<file path="config.mk">
export PLATFORM = sky130hd
export DESIGN_NAME = alst_flags
export DESIGN_NICKNAME = d
export VERILOG_FILES = /design/src/rtl/alst_pkg.sv /design/src/rtl/alst_flags.sv
export SDC_FILE = /design/constraint.sdc
export NUM_CORES = 1
export LEC_CHECK = 0
export ABC_AREA = 1
export BUFFER_PORTS_ARGS = -buffer_cell sky130_fd_sc_hd__buf_2
export CORE_MARGIN = 5
export CORE_UTILIZATION = 58
export DETAILED_ROUTE_END_ITERATION = 6
export GPL_TIMING_DRIVEN = 0
export HOLD_SLACK_MARGIN = 0.03
export PLACE_DENSITY = 0.85
export SYNTH_ARGS = -nofsm -noshare
export SYNTH_HDL_FRONTEND = slang
export SYNTH_SLANG_ARGS = --single-unit
</file>
<file path="constraint.sdc">
create_clock -name pclk -period 2.94 [get_ports pclk]
set_input_delay 0.588 -clock pclk [delete_from_list [all_inputs] [get_ports pclk]]
set_output_delay 0.588 -clock pclk [all_outputs]
set_load 0.005 [all_outputs]
</file>
<file path="src/rtl/alst_pkg.sv">
// Purpose: Constants for the channel 4 to 7 threshold alert flag register block.
// Assumes: APB slave with 32-bit data and 8-bit byte addresses.
// Notes:   All offsets, field positions, reset values and widths live here.
`default_nettype none

package alst_pkg;

   // ------------------------------------------------------------------
   // Widths
   // ------------------------------------------------------------------
   localparam int unsigned ALST_NUM_CH  = 4;
   localparam int unsigned ALST_DATA_W  = 16;
   localparam int unsigned ALST_FLAG_W  = 8;
   localparam int unsigned ALST_ADDR_W  = 8;
   localparam int unsigned ALST_CHAN_W  = 4;
   localparam int unsigned ALST_APB_W   = 32;

   // First converter channel served by this block.
   localparam logic [3:0]  ALST_CH_BASE = 4'h4;

   // ------------------------------------------------------------------
   // Register map
   // ------------------------------------------------------------------
   // The flag register keeps its printed index; its byte address is four times it.
   localparam logic [5:0]  ALST_FLAGS_INDEX     = 6'h16;
   localparam logic [7:0]  ALST_ADDR_FLAGS      = {ALST_FLAGS_INDEX, 2'b00};
   localparam logic [7:0]  ALST_ADDR_CTRL       = 8'h00;
   localparam logic [7:0]  ALST_ADDR_INT_STATUS = 8'h04;
   localparam logic [7:0]  ALST_ADDR_INT_MASK   = 8'h08;
   // Per-channel banks: base plus four times the local channel number.
   localparam logic [7:0]  ALST_ADDR_LOW_BASE   = 8'h10;
   localparam logic [7:0]  ALST_ADDR_HIGH_BASE  = 8'h20;
   localparam logic [7:0]  ALST_ADDR_BAND_BASE  = 8'h30;
   localparam logic [7:0]  ALST_BANK_MASK       = 8'hf0;

   // ------------------------------------------------------------------
   // Control register fields
   // ------------------------------------------------------------------
   localparam int unsigned ALST_CTRL_EN_LSB     = 0;
   localparam int unsigned ALST_CTRL_MODE_BIT   = 4;

   // ------------------------------------------------------------------
   // Reset values
   // ------------------------------------------------------------------
   localparam logic [7:0]  ALST_FLAGS_RST       = 8'h00;
   localparam logic [7:0]  ALST_INT_RST         = 8'h00;
   localparam logic [7:0]  ALST_MASK_RST        = 8'h00;
   localparam logic [3:0]  ALST_EN_RST          = 4'h0;
   localparam logic        ALST_MODE_RST        = 1'b0;
   localparam logic [15:0] ALST_LOW_RST         = 16'h0000;
   localparam logic [15:0] ALST_HIGH_RST        = 16'hffff;
   localparam logic [15:0] ALST_BAND_RST        = 16'h0000;

endpackage

`default_nettype wire

</file>
<file path="src/rtl/alst_flags.sv">
// Purpose: Sticky upper and lower threshold alert flags for channels 4 to 7,
//          with clear on read, optional hysteresis auto-clear and an APB slave.
// Assumes: Conversion results arrive on pclk from logic in the same domain;
//          ce stays high for the whole of any APB transfer.
// Notes:   Every output comes straight from a flip-flop; pready adds no wait state.
`timescale 1ns/1ps
`default_nettype none

// What this block does
// Channel 7 low flag bit7 on result<=low.
// Channel 7 high flag bit6 on result>=high.
// Channel 6 low bit5, high bit4.
// Channel 5 low bit3, high bit2.
// Channel 4 low bit1, high bit0.
// Flags set only while detection enabled.
// Reading clears flags; writes cannot set them.
// Alert mode clears flag beyond hysteresis band.
// Flag register at index 0x16, resets 0x00.
// Read returns old value; concurrent set survives.
module alst_flags
   import alst_pkg::*;
(
   // Clock, reset and enable
   input  wire  logic                   pclk,
   input  wire  logic                   presetn,
   input  wire  logic                   ce,
   // APB slave
   input  wire  logic                   psel,
   input  wire  logic                   penable,
   input  wire  logic                   pwrite,
   input  wire  logic [ALST_ADDR_W-1:0] paddr,
   input  wire  logic [ALST_APB_W-1:0]  pwdata,
   output var   logic [ALST_APB_W-1:0]  prdata,
   output var   logic                   pready,
   output var   logic                   pslverr,
   // Conversion results
   input  wire  logic                   conv_valid,
   input  wire  logic [ALST_CHAN_W-1:0] conv_channel,
   input  wire  logic [ALST_DATA_W-1:0] conv_result,
   // Status outputs
   output var   logic [ALST_FLAG_W-1:0] alert_flags,
   output var   logic                   irq
);

   // ------------------------------------------------------------------
   // Declarations
   // ------------------------------------------------------------------
   logic [ALST_NUM_CH-1:0] ctrl_en_reg;
   logic [ALST_NUM_CH-1:0] ctrl_en_next;
   logic                   alert_mode_reg;
   logic                   alert_mode_next;
   logic [ALST_FLAG_W-1:0] int_mask_reg;
   logic [ALST_FLAG_W-1:0] int_mask_next;
   logic [ALST_DATA_W-1:0] low_thr_reg  [ALST_NUM_CH];
   logic [ALST_DATA_W-1:0] low_thr_next [ALST_NUM_CH];
   logic [ALST_DATA_W-1:0] high_thr_reg [ALST_NUM_CH];
   logic [ALST_DATA_W-1:0] high_thr_next[ALST_NUM_CH];
   logic [ALST_DATA_W-1:0] band_reg     [ALST_NUM_CH];
   logic [ALST_DATA_W-1:0] band_next    [ALST_NUM_CH];

   logic [ALST_FLAG_W-1:0] flags_reg;
   logic [ALST_FLAG_W-1:0] flags_next;
   logic [ALST_FLAG_W-1:0] int_status_reg;
   logic [ALST_FLAG_W-1:0] int_status_next;
   logic                   irq_reg;
   logic                   irq_next;

   logic [ALST_APB_W-1:0]  prdata_reg;
   logic [ALST_APB_W-1:0]  prdata_next;
   logic                   pready_reg;
   logic                   pready_next;
   logic                   pslverr_reg;
   logic                   pslverr_next;

   logic                   apb_setup;
   logic                   apb_done;
   logic                   apb_wr;
   logic                   apb_rd_flags;
   logic                   hit_ctrl;
   logic                   hit_status;
   logic                   hit_mask;
   logic                   hit_flags;
   logic                   hit_low;
   logic                   hit_high;
   logic                   hit_band;
   logic                   mapped;
   logic [1:0]             bank_ch;
   logic                   word_aligned;

   logic [ALST_FLAG_W-1:0] set_vec;
   logic [ALST_FLAG_W-1:0] auto_clr_vec;
   logic [ALST_FLAG_W-1:0] read_clr_vec;

   // ------------------------------------------------------------------
   // Address decode
   // ------------------------------------------------------------------
   // The words are control, interrupt status and interrupt mask, then three
   // banks of four per-channel words for low thresholds, high thresholds and
   // bands, channel 4 first, and the flag word at four times its index.
   // Any other address, or one that is not word aligned, answers with pslverr;
   // a write there is dropped and a read returns zero.
   assign apb_setup    = psel & ~penable;
   assign apb_done     = psel & penable & pready_reg;
   assign apb_wr       = apb_done & pwrite;
   assign bank_ch      = paddr[3:2];
   assign word_aligned = (paddr[1:0] == 2'h0);
   assign hit_ctrl     = (paddr == ALST_ADDR_CTRL);
   assign hit_status   = (paddr == ALST_ADDR_INT_STATUS);
   assign hit_mask     = (paddr == ALST_ADDR_INT_MASK);
   assign hit_flags    = (paddr == ALST_ADDR_FLAGS);
   assign hit_low      = ((paddr & ALST_BANK_MASK) == ALST_ADDR_LOW_BASE) && word_aligned;
   assign hit_high     = ((paddr & ALST_BANK_MASK) == ALST_ADDR_HIGH_BASE) && word_aligned;
   assign hit_band     = ((paddr & ALST_BANK_MASK) == ALST_ADDR_BAND_BASE) && word_aligned;
   assign mapped       = hit_ctrl | hit_status | hit_mask | hit_flags
                         | hit_low | hit_high | hit_band;
   assign apb_rd_flags = apb_done & ~pwrite & hit_flags;

   // ------------------------------------------------------------------
   // Per-channel threshold comparison
   // ------------------------------------------------------------------
   for (genvar k = 0; k < ALST_NUM_CH; k++) begin : g_ch
      logic             hit;
      logic [16:0]      res_ext;
      logic [16:0]      low_plus_band;
      logic [16:0]      res_plus_band;

      assign hit           = conv_valid && (conv_channel == ALST_CH_BASE + 4'(k));
      // Sums are one bit wider so that a threshold near full scale cannot wrap.
      assign res_ext       = {1'b0, conv_result};
      assign low_plus_band = {1'b0, low_thr_reg[k]} + {1'b0, band_reg[k]};
      assign res_plus_band = res_ext + {1'b0, band_reg[k]};

      // Lower flag sits one bit above the upper flag of the same channel.
      assign set_vec[2*k+1] = hit && ctrl_en_reg[k]
                              && (conv_result <= low_thr_reg[k]);
      assign set_vec[2*k]   = hit && ctrl_en_reg[k]
                              && (conv_result >= high_thr_reg[k]);

      // A result that has moved a full band back inside the window clears.
      assign auto_clr_vec[2*k+1] = hit && alert_mode_reg
                                   && (res_ext >= low_plus_band);
      assign auto_clr_vec[2*k]   = hit && alert_mode_reg
                                   && (res_plus_band <= {1'b0, high_thr_reg[k]});
   end

   // ------------------------------------------------------------------
   // Flag state
   // ------------------------------------------------------------------
   // Only the bits actually returned by the read are cleared, so a flag that
   // rises after the read data was captured is not lost.
   assign read_clr_vec = apb_rd_flags ? prdata_reg[ALST_FLAG_W-1:0] : ALST_FLAGS_RST;

   // A set in the same cycle as any clear wins, so no conversion goes unseen.
   always_comb begin
      flags_next = (flags_reg & ~(read_clr_vec | auto_clr_vec)) | set_vec;
   end

   // A low ce freezes the flags, a read clear included, which is why ce must
   // stay high across a whole transfer.
   always_ff @(posedge pclk or negedge presetn) begin
      if (!presetn) begin
         flags_reg <= ALST_FLAGS_RST;
      end else if (ce) begin
         flags_reg <= flags_next;
      end
   end

   // ------------------------------------------------------------------
   // Interrupt state
   // ------------------------------------------------------------------
   // Status bits reach irq in the cycle they are set; a mask write takes one
   // cycle longer because the mask is read from its register.
   always_comb begin
      int_status_next = int_status_reg;
      if (apb_wr && hit_status) begin
         int_status_next = int_status_reg & ~pwdata[ALST_FLAG_W-1:0];
      end
      int_status_next = int_status_next | set_vec;
      irq_next        = |(int_status_next & int_mask_reg);
   end

   always_ff @(posedge pclk or negedge presetn) begin
      if (!presetn) begin
         int_status_reg <= ALST_INT_RST;
         irq_reg        <= 1'b0;
      end else if (ce) begin
         int_status_reg <= int_status_next;
         irq_reg        <= irq_next;
      end
   end

   // ------------------------------------------------------------------
   // Control registers
   // ------------------------------------------------------------------
   // The flag register has no write path; a write there is accepted and dropped.
   always_comb begin
      ctrl_en_next    = ctrl_en_reg;
      alert_mode_next = alert_mode_reg;
      int_mask_next   = int_mask_reg;
      low_thr_next    = low_thr_reg;
      high_thr_next   = high_thr_reg;
      band_next       = band_reg;
      if (apb_wr) begin
         if (hit_ctrl) begin
            ctrl_en_next    = pwdata[ALST_CTRL_EN_LSB +: ALST_NUM_CH];
            alert_mode_next = pwdata[ALST_CTRL_MODE_BIT];
         end
         if (hit_mask) begin
            int_mask_next = pwdata[ALST_FLAG_W-1:0];
         end
         if (hit_low) begin
            low_thr_next[bank_ch] = pwdata[ALST_DATA_W-1:0];
         end
         if (hit_high) begin
            high_thr_next[bank_ch] = pwdata[ALST_DATA_W-1:0];
         end
         if (hit_band) begin
            band_next[bank_ch] = pwdata[ALST_DATA_W-1:0];
         end
      end
   end

   always_ff @(posedge pclk or negedge presetn) begin
      if (!presetn) begin
         ctrl_en_reg    <= ALST_EN_RST;
         alert_mode_reg <= ALST_MODE_RST;
         int_mask_reg   <= ALST_MASK_RST;
         for (int i = 0; i < ALST_NUM_CH; i++) begin
            low_thr_reg[i]  <= ALST_LOW_RST;
            high_thr_reg[i] <= ALST_HIGH_RST;
            band_reg[i]     <= ALST_BAND_RST;
         end
      end else if (ce) begin
         ctrl_en_reg    <= ctrl_en_next;
         alert_mode_reg <= alert_mode_next;
         int_mask_reg   <= int_mask_next;
         low_thr_reg    <= low_thr_next;
         high_thr_reg   <= high_thr_next;
         band_reg       <= band_next;
      end
   end

   // ------------------------------------------------------------------
   // APB response
   // ------------------------------------------------------------------
   // Read data is captured at the end of the setup cycle and held through the
   // single access cycle, so the flag value returned is the pre-clear one.
   always_comb begin
      prdata_next  = prdata_reg;
      pready_next  = apb_setup;
      pslverr_next = apb_setup & ~mapped;
      if (apb_setup && !pwrite) begin
         prdata_next = '0;
         if (hit_ctrl) begin
            prdata_next[ALST_CTRL_EN_LSB +: ALST_NUM_CH] = ctrl_en_reg;
            prdata_next[ALST_CTRL_MODE_BIT]              = alert_mode_reg;
         end
         if (hit_status) begin
            prdata_next[ALST_FLAG_W-1:0] = int_status_reg;
         end
         if (hit_mask) begin
            prdata_next[ALST_FLAG_W-1:0] = int_mask_reg;
         end
         if (hit_flags) begin
            prdata_next[ALST_FLAG_W-1:0] = flags_reg;
         end
         if (hit_low) begin
            prdata_next[ALST_DATA_W-1:0] = low_thr_reg[bank_ch];
         end
         if (hit_high) begin
            prdata_next[ALST_DATA_W-1:0] = high_thr_reg[bank_ch];
         end
         if (hit_band) begin
            prdata_next[ALST_DATA_W-1:0] = band_reg[bank_ch];
         end
      end
   end

   always_ff @(posedge pclk or negedge presetn) begin
      if (!presetn) begin
         prdata_reg  <= '0;
         pready_reg  <= 1'b0;
         pslverr_reg <= 1'b0;
      end else if (ce) begin
         prdata_reg  <= prdata_next;
         pready_reg  <= pready_next;
         pslverr_reg <= pslverr_next;
      end
   end

   // ------------------------------------------------------------------
   // Outputs
   // ------------------------------------------------------------------
   assign prdata      = prdata_reg;
   assign pready      = pready_reg;
   assign pslverr     = pslverr_reg;
   assign alert_flags = flags_reg;
   assign irq         = irq_reg;

endmodule // alst_flags

`default_nettype wire

</file>
==> results of run 1 <==
-- final cells by class --
| type | instances | area (µm²) | area share, % |
|---|---|---|---|
| well taps | 511 | 639 | 2.45 |
| clock buffers | 44 | 895 | 3.43 |
| clock inverters | 12 | 96.3 | 0.369 |
| multi-input cells | 2327 | 15600 | 59.6 |
| plain buffers | 98 | 455 | 1.74 |
| repair buffers | 161 | 1120 | 4.30 |
| inverters | 323 | 1220 | 4.67 |
| flip-flops and latches | 240 | 6120 | 23.4 |
| diodes | 4 | 10.0 | 0.0383 |
-- path summary, 6_finish.rpt --
check                                             from                            end  slack, ns  depth (start not counted)
max reg2reg                   band_reg[18]$_DFFE_PN0P_     alert_flags[5]$_DFFE_PN0P_      -0.48                         25
max in group asynchronous                      presetn       band_reg[49]$_DFFE_PN0P_       1.69                          2
min                                            presetn  int_status_reg[6]$_DFFE_PN0P_       0.07                          1
min reg2reg                high_thr_reg[7]$_DFFE_PN1P_    high_thr_reg[7]$_DFFE_PN1P_       0.48                          2
min in group pclk                              penable             pready$_DFFE_PN0P_       0.33                          4
max                           band_reg[18]$_DFFE_PN0P_     alert_flags[5]$_DFFE_PN0P_      -0.48                         25
-- metrics by stage --
stage	instance area, µm²	util, %	std cells
CTS	25300	66.9	3675
global placement	23400	62.0	3575
finish	26100	69.2	3720
floorplan	22400	-	2988
global route	26100	69.1	3716
detailed placement	23500	62.2	3577
-- power by group through the flow --
stage          clock network, mW  registers (mW)  logic [mW]
3_3_place_gp                   0            3.40        1.13
6_report                    3.77            3.35        1.33
4_1_cts                     3.71            3.35        1.22
2_1_floorplan                  0            3.40       0.656
5_1_grt                     3.86            3.35        1.44
3_5_place_dp                   0            3.40        1.19
-- Yosys cell counts (all sizes together) --
master | count | share of area [%]
xor2 | 59 | 2.3
a211oi | 16 | 0.54
o31ai | 5 | 0.17
dfrtp | 176 | 20
clkbuf | 57 | 0.96
o211ai | 3 | 0.10
a22o | 2 | 0.079
nand3b | 8 | 0.27
inv | 323 | 5.5
o22ai | 39 | 1.1
and3 | 2 | 0.056
a221oi | 18 | 0.71
nor3b | 1 | 0.034
buf | 41 | 1.1
a22oi | 22 | 0.74
nor3 | 33 | 0.89
a21oi | 230 | 5.2
nor4 | 10 | 0.31
o221ai | 1 | 0.039
a31oi | 14 | 0.39
o21ai | 324 | 7.4
xnor2 | 48 | 1.9
fa | 8 | 0.72
nand2 | 795 | 13
dfstp | 64 | 7.6
o21a | 12 | 0.41
nand3 | 103 | 2.6
a21boi | 6 | 0.20
a21o | 13 | 0.44
ha | 384 | 22
nand4 | 25 | 0.70
o2111ai | 7 | 0.28
o21bai | 9 | 0.30
nor2 | 114 | 2.2
conb | 1 | 0.017
-- logic make-up (layout without fill, tap and decap cells) --
| group | count (synthesis) | in the layout | share of synthesized area, % |
|---|---|---|---|
| and+or+nand+nor | 1091 | 1091 | 20.5 |
| AOI/OAI and AO/OA | 721 | 721 | 18.1 |
| buffers and inverters | 421 | 638 | 7.51 |
| adders and majority gates | 392 | 392 | 22.3 |
| DFF | 240 | 240 | 27.4 |
| xor gates and xnor gates | 107 | 107 | 4.22 |
| other | 1 | 20 | 0.0169 |
-- metal layers --
metal / GRT usage (%) / vias up
met5: 0 / -
met4: 32.8 / 0
met3: 12.3 / 509
met2: 61.7 / 1585
met1: 52.2 / 11100
li1: - / 10500
-- critical path, stage by stage, from the launching register on --
cell and delay [ns]:
dfrtp_2 0.46, ha_4 0.32, nand2_1 0.07, nand2_1 0.08
nand3_1 0.08, nand2_1 0.09, a21oi_2 0.06, o21ai_2 0.22
a21boi_2 0.11, o21ai_2 0.19, buf_4 0.15, xor2_1 0.17
ha_1 0.26, nand2_1 0.15, nor2_1 0.07, a211oi_1 0.19
nand2_1 0.09, nand2_1 0.06, nand2_1 0.05, nand2_1 0.09
nand2_2 0.07, nand2_4 0.12, nand2_1 0.06, nand2_1 0.05
nand2_1 0.05, nand2_1 0.05
-- timing repair --
item,CTS,global route
pin swaps,55,86
buffers inserted,42,43
setup endpoints to repair,8,9
hold buffers,0,0
gates resized for setup,113,107
==> impl_metrics.toml, run 1 <==
[outcome]
outcome = "finished, violations left"
violations = "setup timing"

[worst_setup_path]
worst-endpoint-required_ns = 3.46
endpoint_kind = "flip-flop"
arrival_ns = 3.94
start_kind = "flip-flop"
worstPathMaxFanout = 5
criticalPathCategory = "flip-flop to flip-flop"

[timing]
fmax_mhz = 292
slew_headroom_pct = 1.94
setup_violations = 8
period_minus_slack_ns = 3.42
final_max_slew_viol_count = 0
fin_skew_ns = 0.0129
fin_ws_ns = -0.484
worst_pin_slew_ns = 1.47
timing.hold.ws_ns = 0.0679
rsz0062_at_grt = "yes"
hold_viol_final = 0
fin_crit_sh_pct = 116
finalSetupTns_ns = -2.79

[power]
switching_share_pct = 29.9
leakage_nw = 12.1
p_switching_mw = 2.52
cellPowerDensity_nw_per_um2 = 324
finalPower_mw = 8.45
pwr-share-seq_pct = 39.6
max-vdd-ir-drop_mv = 0.404
p_int_mw = 5.93
clkPwrFrac_pct = 44.6
power_frac_comb_pct = 15.7

[layout]
layout_common_cells = "nand2_1 (763), ha_1 (352), inv_1 (305), o21ai_0 (244), a21oi_1 (201)"
nNetsFinal = 3640
fillers = 3100
area_delta_synth_final_pct = 17.5
layout_commonest_cell = "nand2_1"
drive_above_1_share_pct = 17.1

[logic_synthesis]
syn_area_um2 = 22200
synth_area_per_cell_um2 = 7.47
synth.distinct_cells = 48
synth_seq_cells = 240
syn_inst = 2973
synth_warnings = 0
yosysSeqAreaShare_pct = 27.4

[global_route]
grt_max_degree = 126
grt_overflow = 0
gr-usage-all-layers_pct = 42.2
grt_pass1_wl_um = 134000
grt_pass1_vias = 22700
antenna_found_initial = 4

[routing]
vias = 23700
routed_wl_um = 92600
wl_met1_um = 32900
initialDrtViolationCount = 2643
dr_wl_met3_um = 12500
viasPerCell = 6.37
dr_wl_met2_um = 38100
top_layer_used = "met4"
ant_nets = 0
wl_per_cell_um = 24.9
first_pass_iters = 7
drc = 0

[clock_network]
cts_tree = "done"
clkSinkCount = 240
cts_root_buf = "clkbuf_16"
cts_max_path_buffers = 3
cts_htree_levels = 1
insertion_delay_ns = 0.59
cts_buffers = 30
clkTransAtPathRegs_ns = 0.07

[placement]
hpwl_um = 66800
io_buffer_count = 76
dp_worst_setup_slack_ns = -1.55
place_congestion = 1.10

[die]
start_util_pct = 58.9
ios = 110
die_h_um = 206
dieArea_um2 = 42300
placementRows = 71
core_um2 = 37800
die_x_um = 206

[flow_run]
maxCapViolCount = 0

[min_path]
min_path_type = "primary input to async pin"
No activity file was read; power rests on OpenSTA's default activity.
==> run 2, diff against run 1 <==
--- a/config.mk
+++ b/config.mk
@@ -7,8 +7,10 @@
 export LEC_CHECK = 0
 export ABC_AREA = 1
 export BUFFER_PORTS_ARGS = -buffer_cell sky130_fd_sc_hd__buf_2
+export CELL_PAD_IN_SITES_DETAIL_PLACEMENT = 1
+export CELL_PAD_IN_SITES_GLOBAL_PLACEMENT = 1
 export CORE_MARGIN = 5
-export CORE_UTILIZATION = 58
+export CORE_UTILIZATION = 43
 export DETAILED_ROUTE_END_ITERATION = 6
 export GPL_TIMING_DRIVEN = 0
 export HOLD_SLACK_MARGIN = 0.03
==> run 2 against run 1 <==
Against the previous run: the run ends with capacitance limit, slew limit, setup timing left; wire length up 16%; register-to-register slack about the same; die area up 33%; critical path type unchanged; critical endpoint is now alert_flags[0]$_DFFE_PN0P_.
==> impl_metrics.toml, run 2 (synthesis results as in run 1) <==
[timing]
hold_viol_final = 0
fin_ws_ns = -0.488
fmax_mhz = 292
finalSetupTns_ns = -3.18
fin_skew_ns = 0.0227
period_minus_slack_ns = 3.43
rsz0062_at_grt = "yes"
setup_violations = 9
final_max_slew_viol_count = 33
worst_pin_slew_ns = 1.57
slew_headroom_pct = -4.82
fin_crit_sh_pct = 117

[clock_network]
clkSinkCount = 240
cts_root_buf = "clkbuf_16"
clkTransAtPathRegs_ns = 0.07
cts_max_path_buffers = 3
cts_tree = "done"
cts_buffers = 29
cts_htree_levels = 1
insertion_delay_ns = 0.59

[worst_setup_path]
critPathSlowestCell = "dfrtp_2"
rr_startpoint = "band_reg[48]$_DFFE_PN0P_"
path_depth = 23
rr_endpoint = "alert_flags[0]$_DFFE_PN0P_"
arrival_ns = 3.90
crit_buf_inv = 3
crit_start = "band_reg[48]$_DFFE_PN0P_"
cp_common_cell = "nand2_1"
worst-endpoint-required_ns = 3.41
worstPathCellList = "ha_4 -> inv_2 -> fa_2 -> o21ai_4 -> a21oi_4 -> o21ai_2 -> a21oi_2 -> buf_4 -> o21bai_1 -> xor2_1 -> ha_1 -> nand2_1 -> inv_1 -> nand2_1 -> nand2_1 -> nand2_1 -> nand2_1 -> nand2_1 -> nand2_2 -> nand2_2 -> nand2_1 -> nand2_1 -> nand2_1"
criticalPathCategory = "flip-flop to flip-flop"
rrSetupSlack_ns = -0.49
reg2regPathDepth = 23
cp-endpoint = "alert_flags[0]$_DFFE_PN0P_"
worstPathMaxFanout = 3
cpLargestDelayFamily = "adder cells"
start_kind = "flip-flop"
slowest_delay_ns = 0.45
endpoint_kind = "flip-flop"

[power]
max-vdd-ir-drop_mv = 0.404
leakage_nw = 12.0
cellPowerDensity_nw_per_um2 = 321

[placement]
place_congestion = 0.989
hpwl_um = 79200
io_buffer_count = 76
placed_cells = 3748

[outcome]
outcome = "finished, violations left"
violations = "capacitance limit, slew limit, setup timing"

[layout]
fillers = 6406
layout_common_cells = "nand2_1 (759), ha_1 (350), inv_1 (301), o21ai_0 (243), a21oi_1 (202)"
regArea_um2 = 6130
layout_commonest_cell = "nand2_1"
area_delta_synth_final_pct = 18.5
final_cell_count_no_fill = 3876
multiInputGateArea_um2 = 15600
drive_above_1_share_pct = 17.4
nNetsFinal = 3630

[routing]
initialDrtViolationCount = 2111
ant_nets = 0
vias = 23900
drc = 0
wl_per_cell_um = 27.8
routed_wl_um = 108000
viasPerCell = 6.18
first_pass_iters = 5

[die]
start_util_pct = 43.3
core_um2 = 51300
die_x_um = 237
dieArea_um2 = 56300
ios = 110
placementRows = 83
die_h_um = 237

[global_route]
grt_pass1_vias = 24600
grt_overflow = 0
antenna_found_initial = 2
grt_pass1_wl_um = 154000
gr-usage-all-layers_pct = 35.9
grt_max_degree = 95

[min_path]
hold_start = "penable"
min_path_type = "primary input to flip-flop"

[flow_run]
maxCapViolCount = 3
-- run 2: worst register-to-register path: stages (launching register included) --
cell and delay [ns]:
dfrtp_2 0.45, ha_4 0.17, inv_2 0.04, fa_2 0.41, o21ai_4 0.23, a21oi_4 0.09
o21ai_2 0.17, a21oi_2 0.09, buf_4 0.14, o21bai_1 0.16, xor2_1 0.23, ha_1 0.29
nand2_1 0.08, inv_1 0.06, nand2_1 0.07, nand2_1 0.05, nand2_1 0.10, nand2_1 0.08
nand2_1 0.08, nand2_2 0.07, nand2_2 0.07, nand2_1 0.06, nand2_1 0.10, nand2_1 0.05
-- run 2: worst min-delay path by stage --
stage	slack, ns	cells past startpoint	end
detailed placement	0.46	2	prdata[14]$_DFFE_PN0P_
floorplan	0.29	0	alert_flags[0]$_DFFE_PN0P_
global route	0.33	4	pready$_DFFE_PN0P_
CTS	0.31	4	pready$_DFFE_PN0P_
global placement	0.46	2	prdata[8]$_DFFE_PN0P_
finish	0.33	4	pready$_DFFE_PN0P_
-- run 2: area by class of cell --
type                    instances  area share (%)
repair buffers                152            4.12
plain buffers                  98            1.73
well taps                     680            3.23
inverters                     323            4.63
clock inverters                12           0.480
diodes                          3          0.0285
flip-flops and latches        240            23.3
clock buffers                  41            3.08
multi-input cells            2327            59.4
-- run 2: repair_timing --
item,in CTS,in global routing
resized for setup,135,108
endpoints found under the hold margin,32,0
pin swaps,48,93
setup endpoints to repair,8,9
buffers inserted,37,34
hold buffers,1,0
-- run 2: where the power goes --
part	internal, mW	switching [mW]
sequential	3.33	0.0253
combinational	0.415	0.960
clock	2.09	1.63
total	5.84	2.61
-- run 2: routing by layer --
layer | track usage, % | routed length (µm) | part of all wire [%]
met4 | 20.7 | 8470 | 7.9
met1 | 44.6 | 42100 | 39
met2 | 58.8 | 48600 | 45
met3 | 6.53 | 8530 | 7.9
met5 | 0 | 0 | 0
-- run 2: stage by stage --
stage	hold slack, ns	util, %	setup WS [ns]	total power, mW	instance area, µm²
after global routing	0.328	51.3	-0.694	8.66	26300
final	0.329	51.3	-0.488	8.45	26300
after detailed placement	0.462	46.2	-1.77	4.65	23700
after CTS	0.305	49.8	-0.387	8.34	25500
after floorplan	0.292	-	-0.130	4.05	22400
after global placement	0.458	46.0	-2.90	4.56	23600
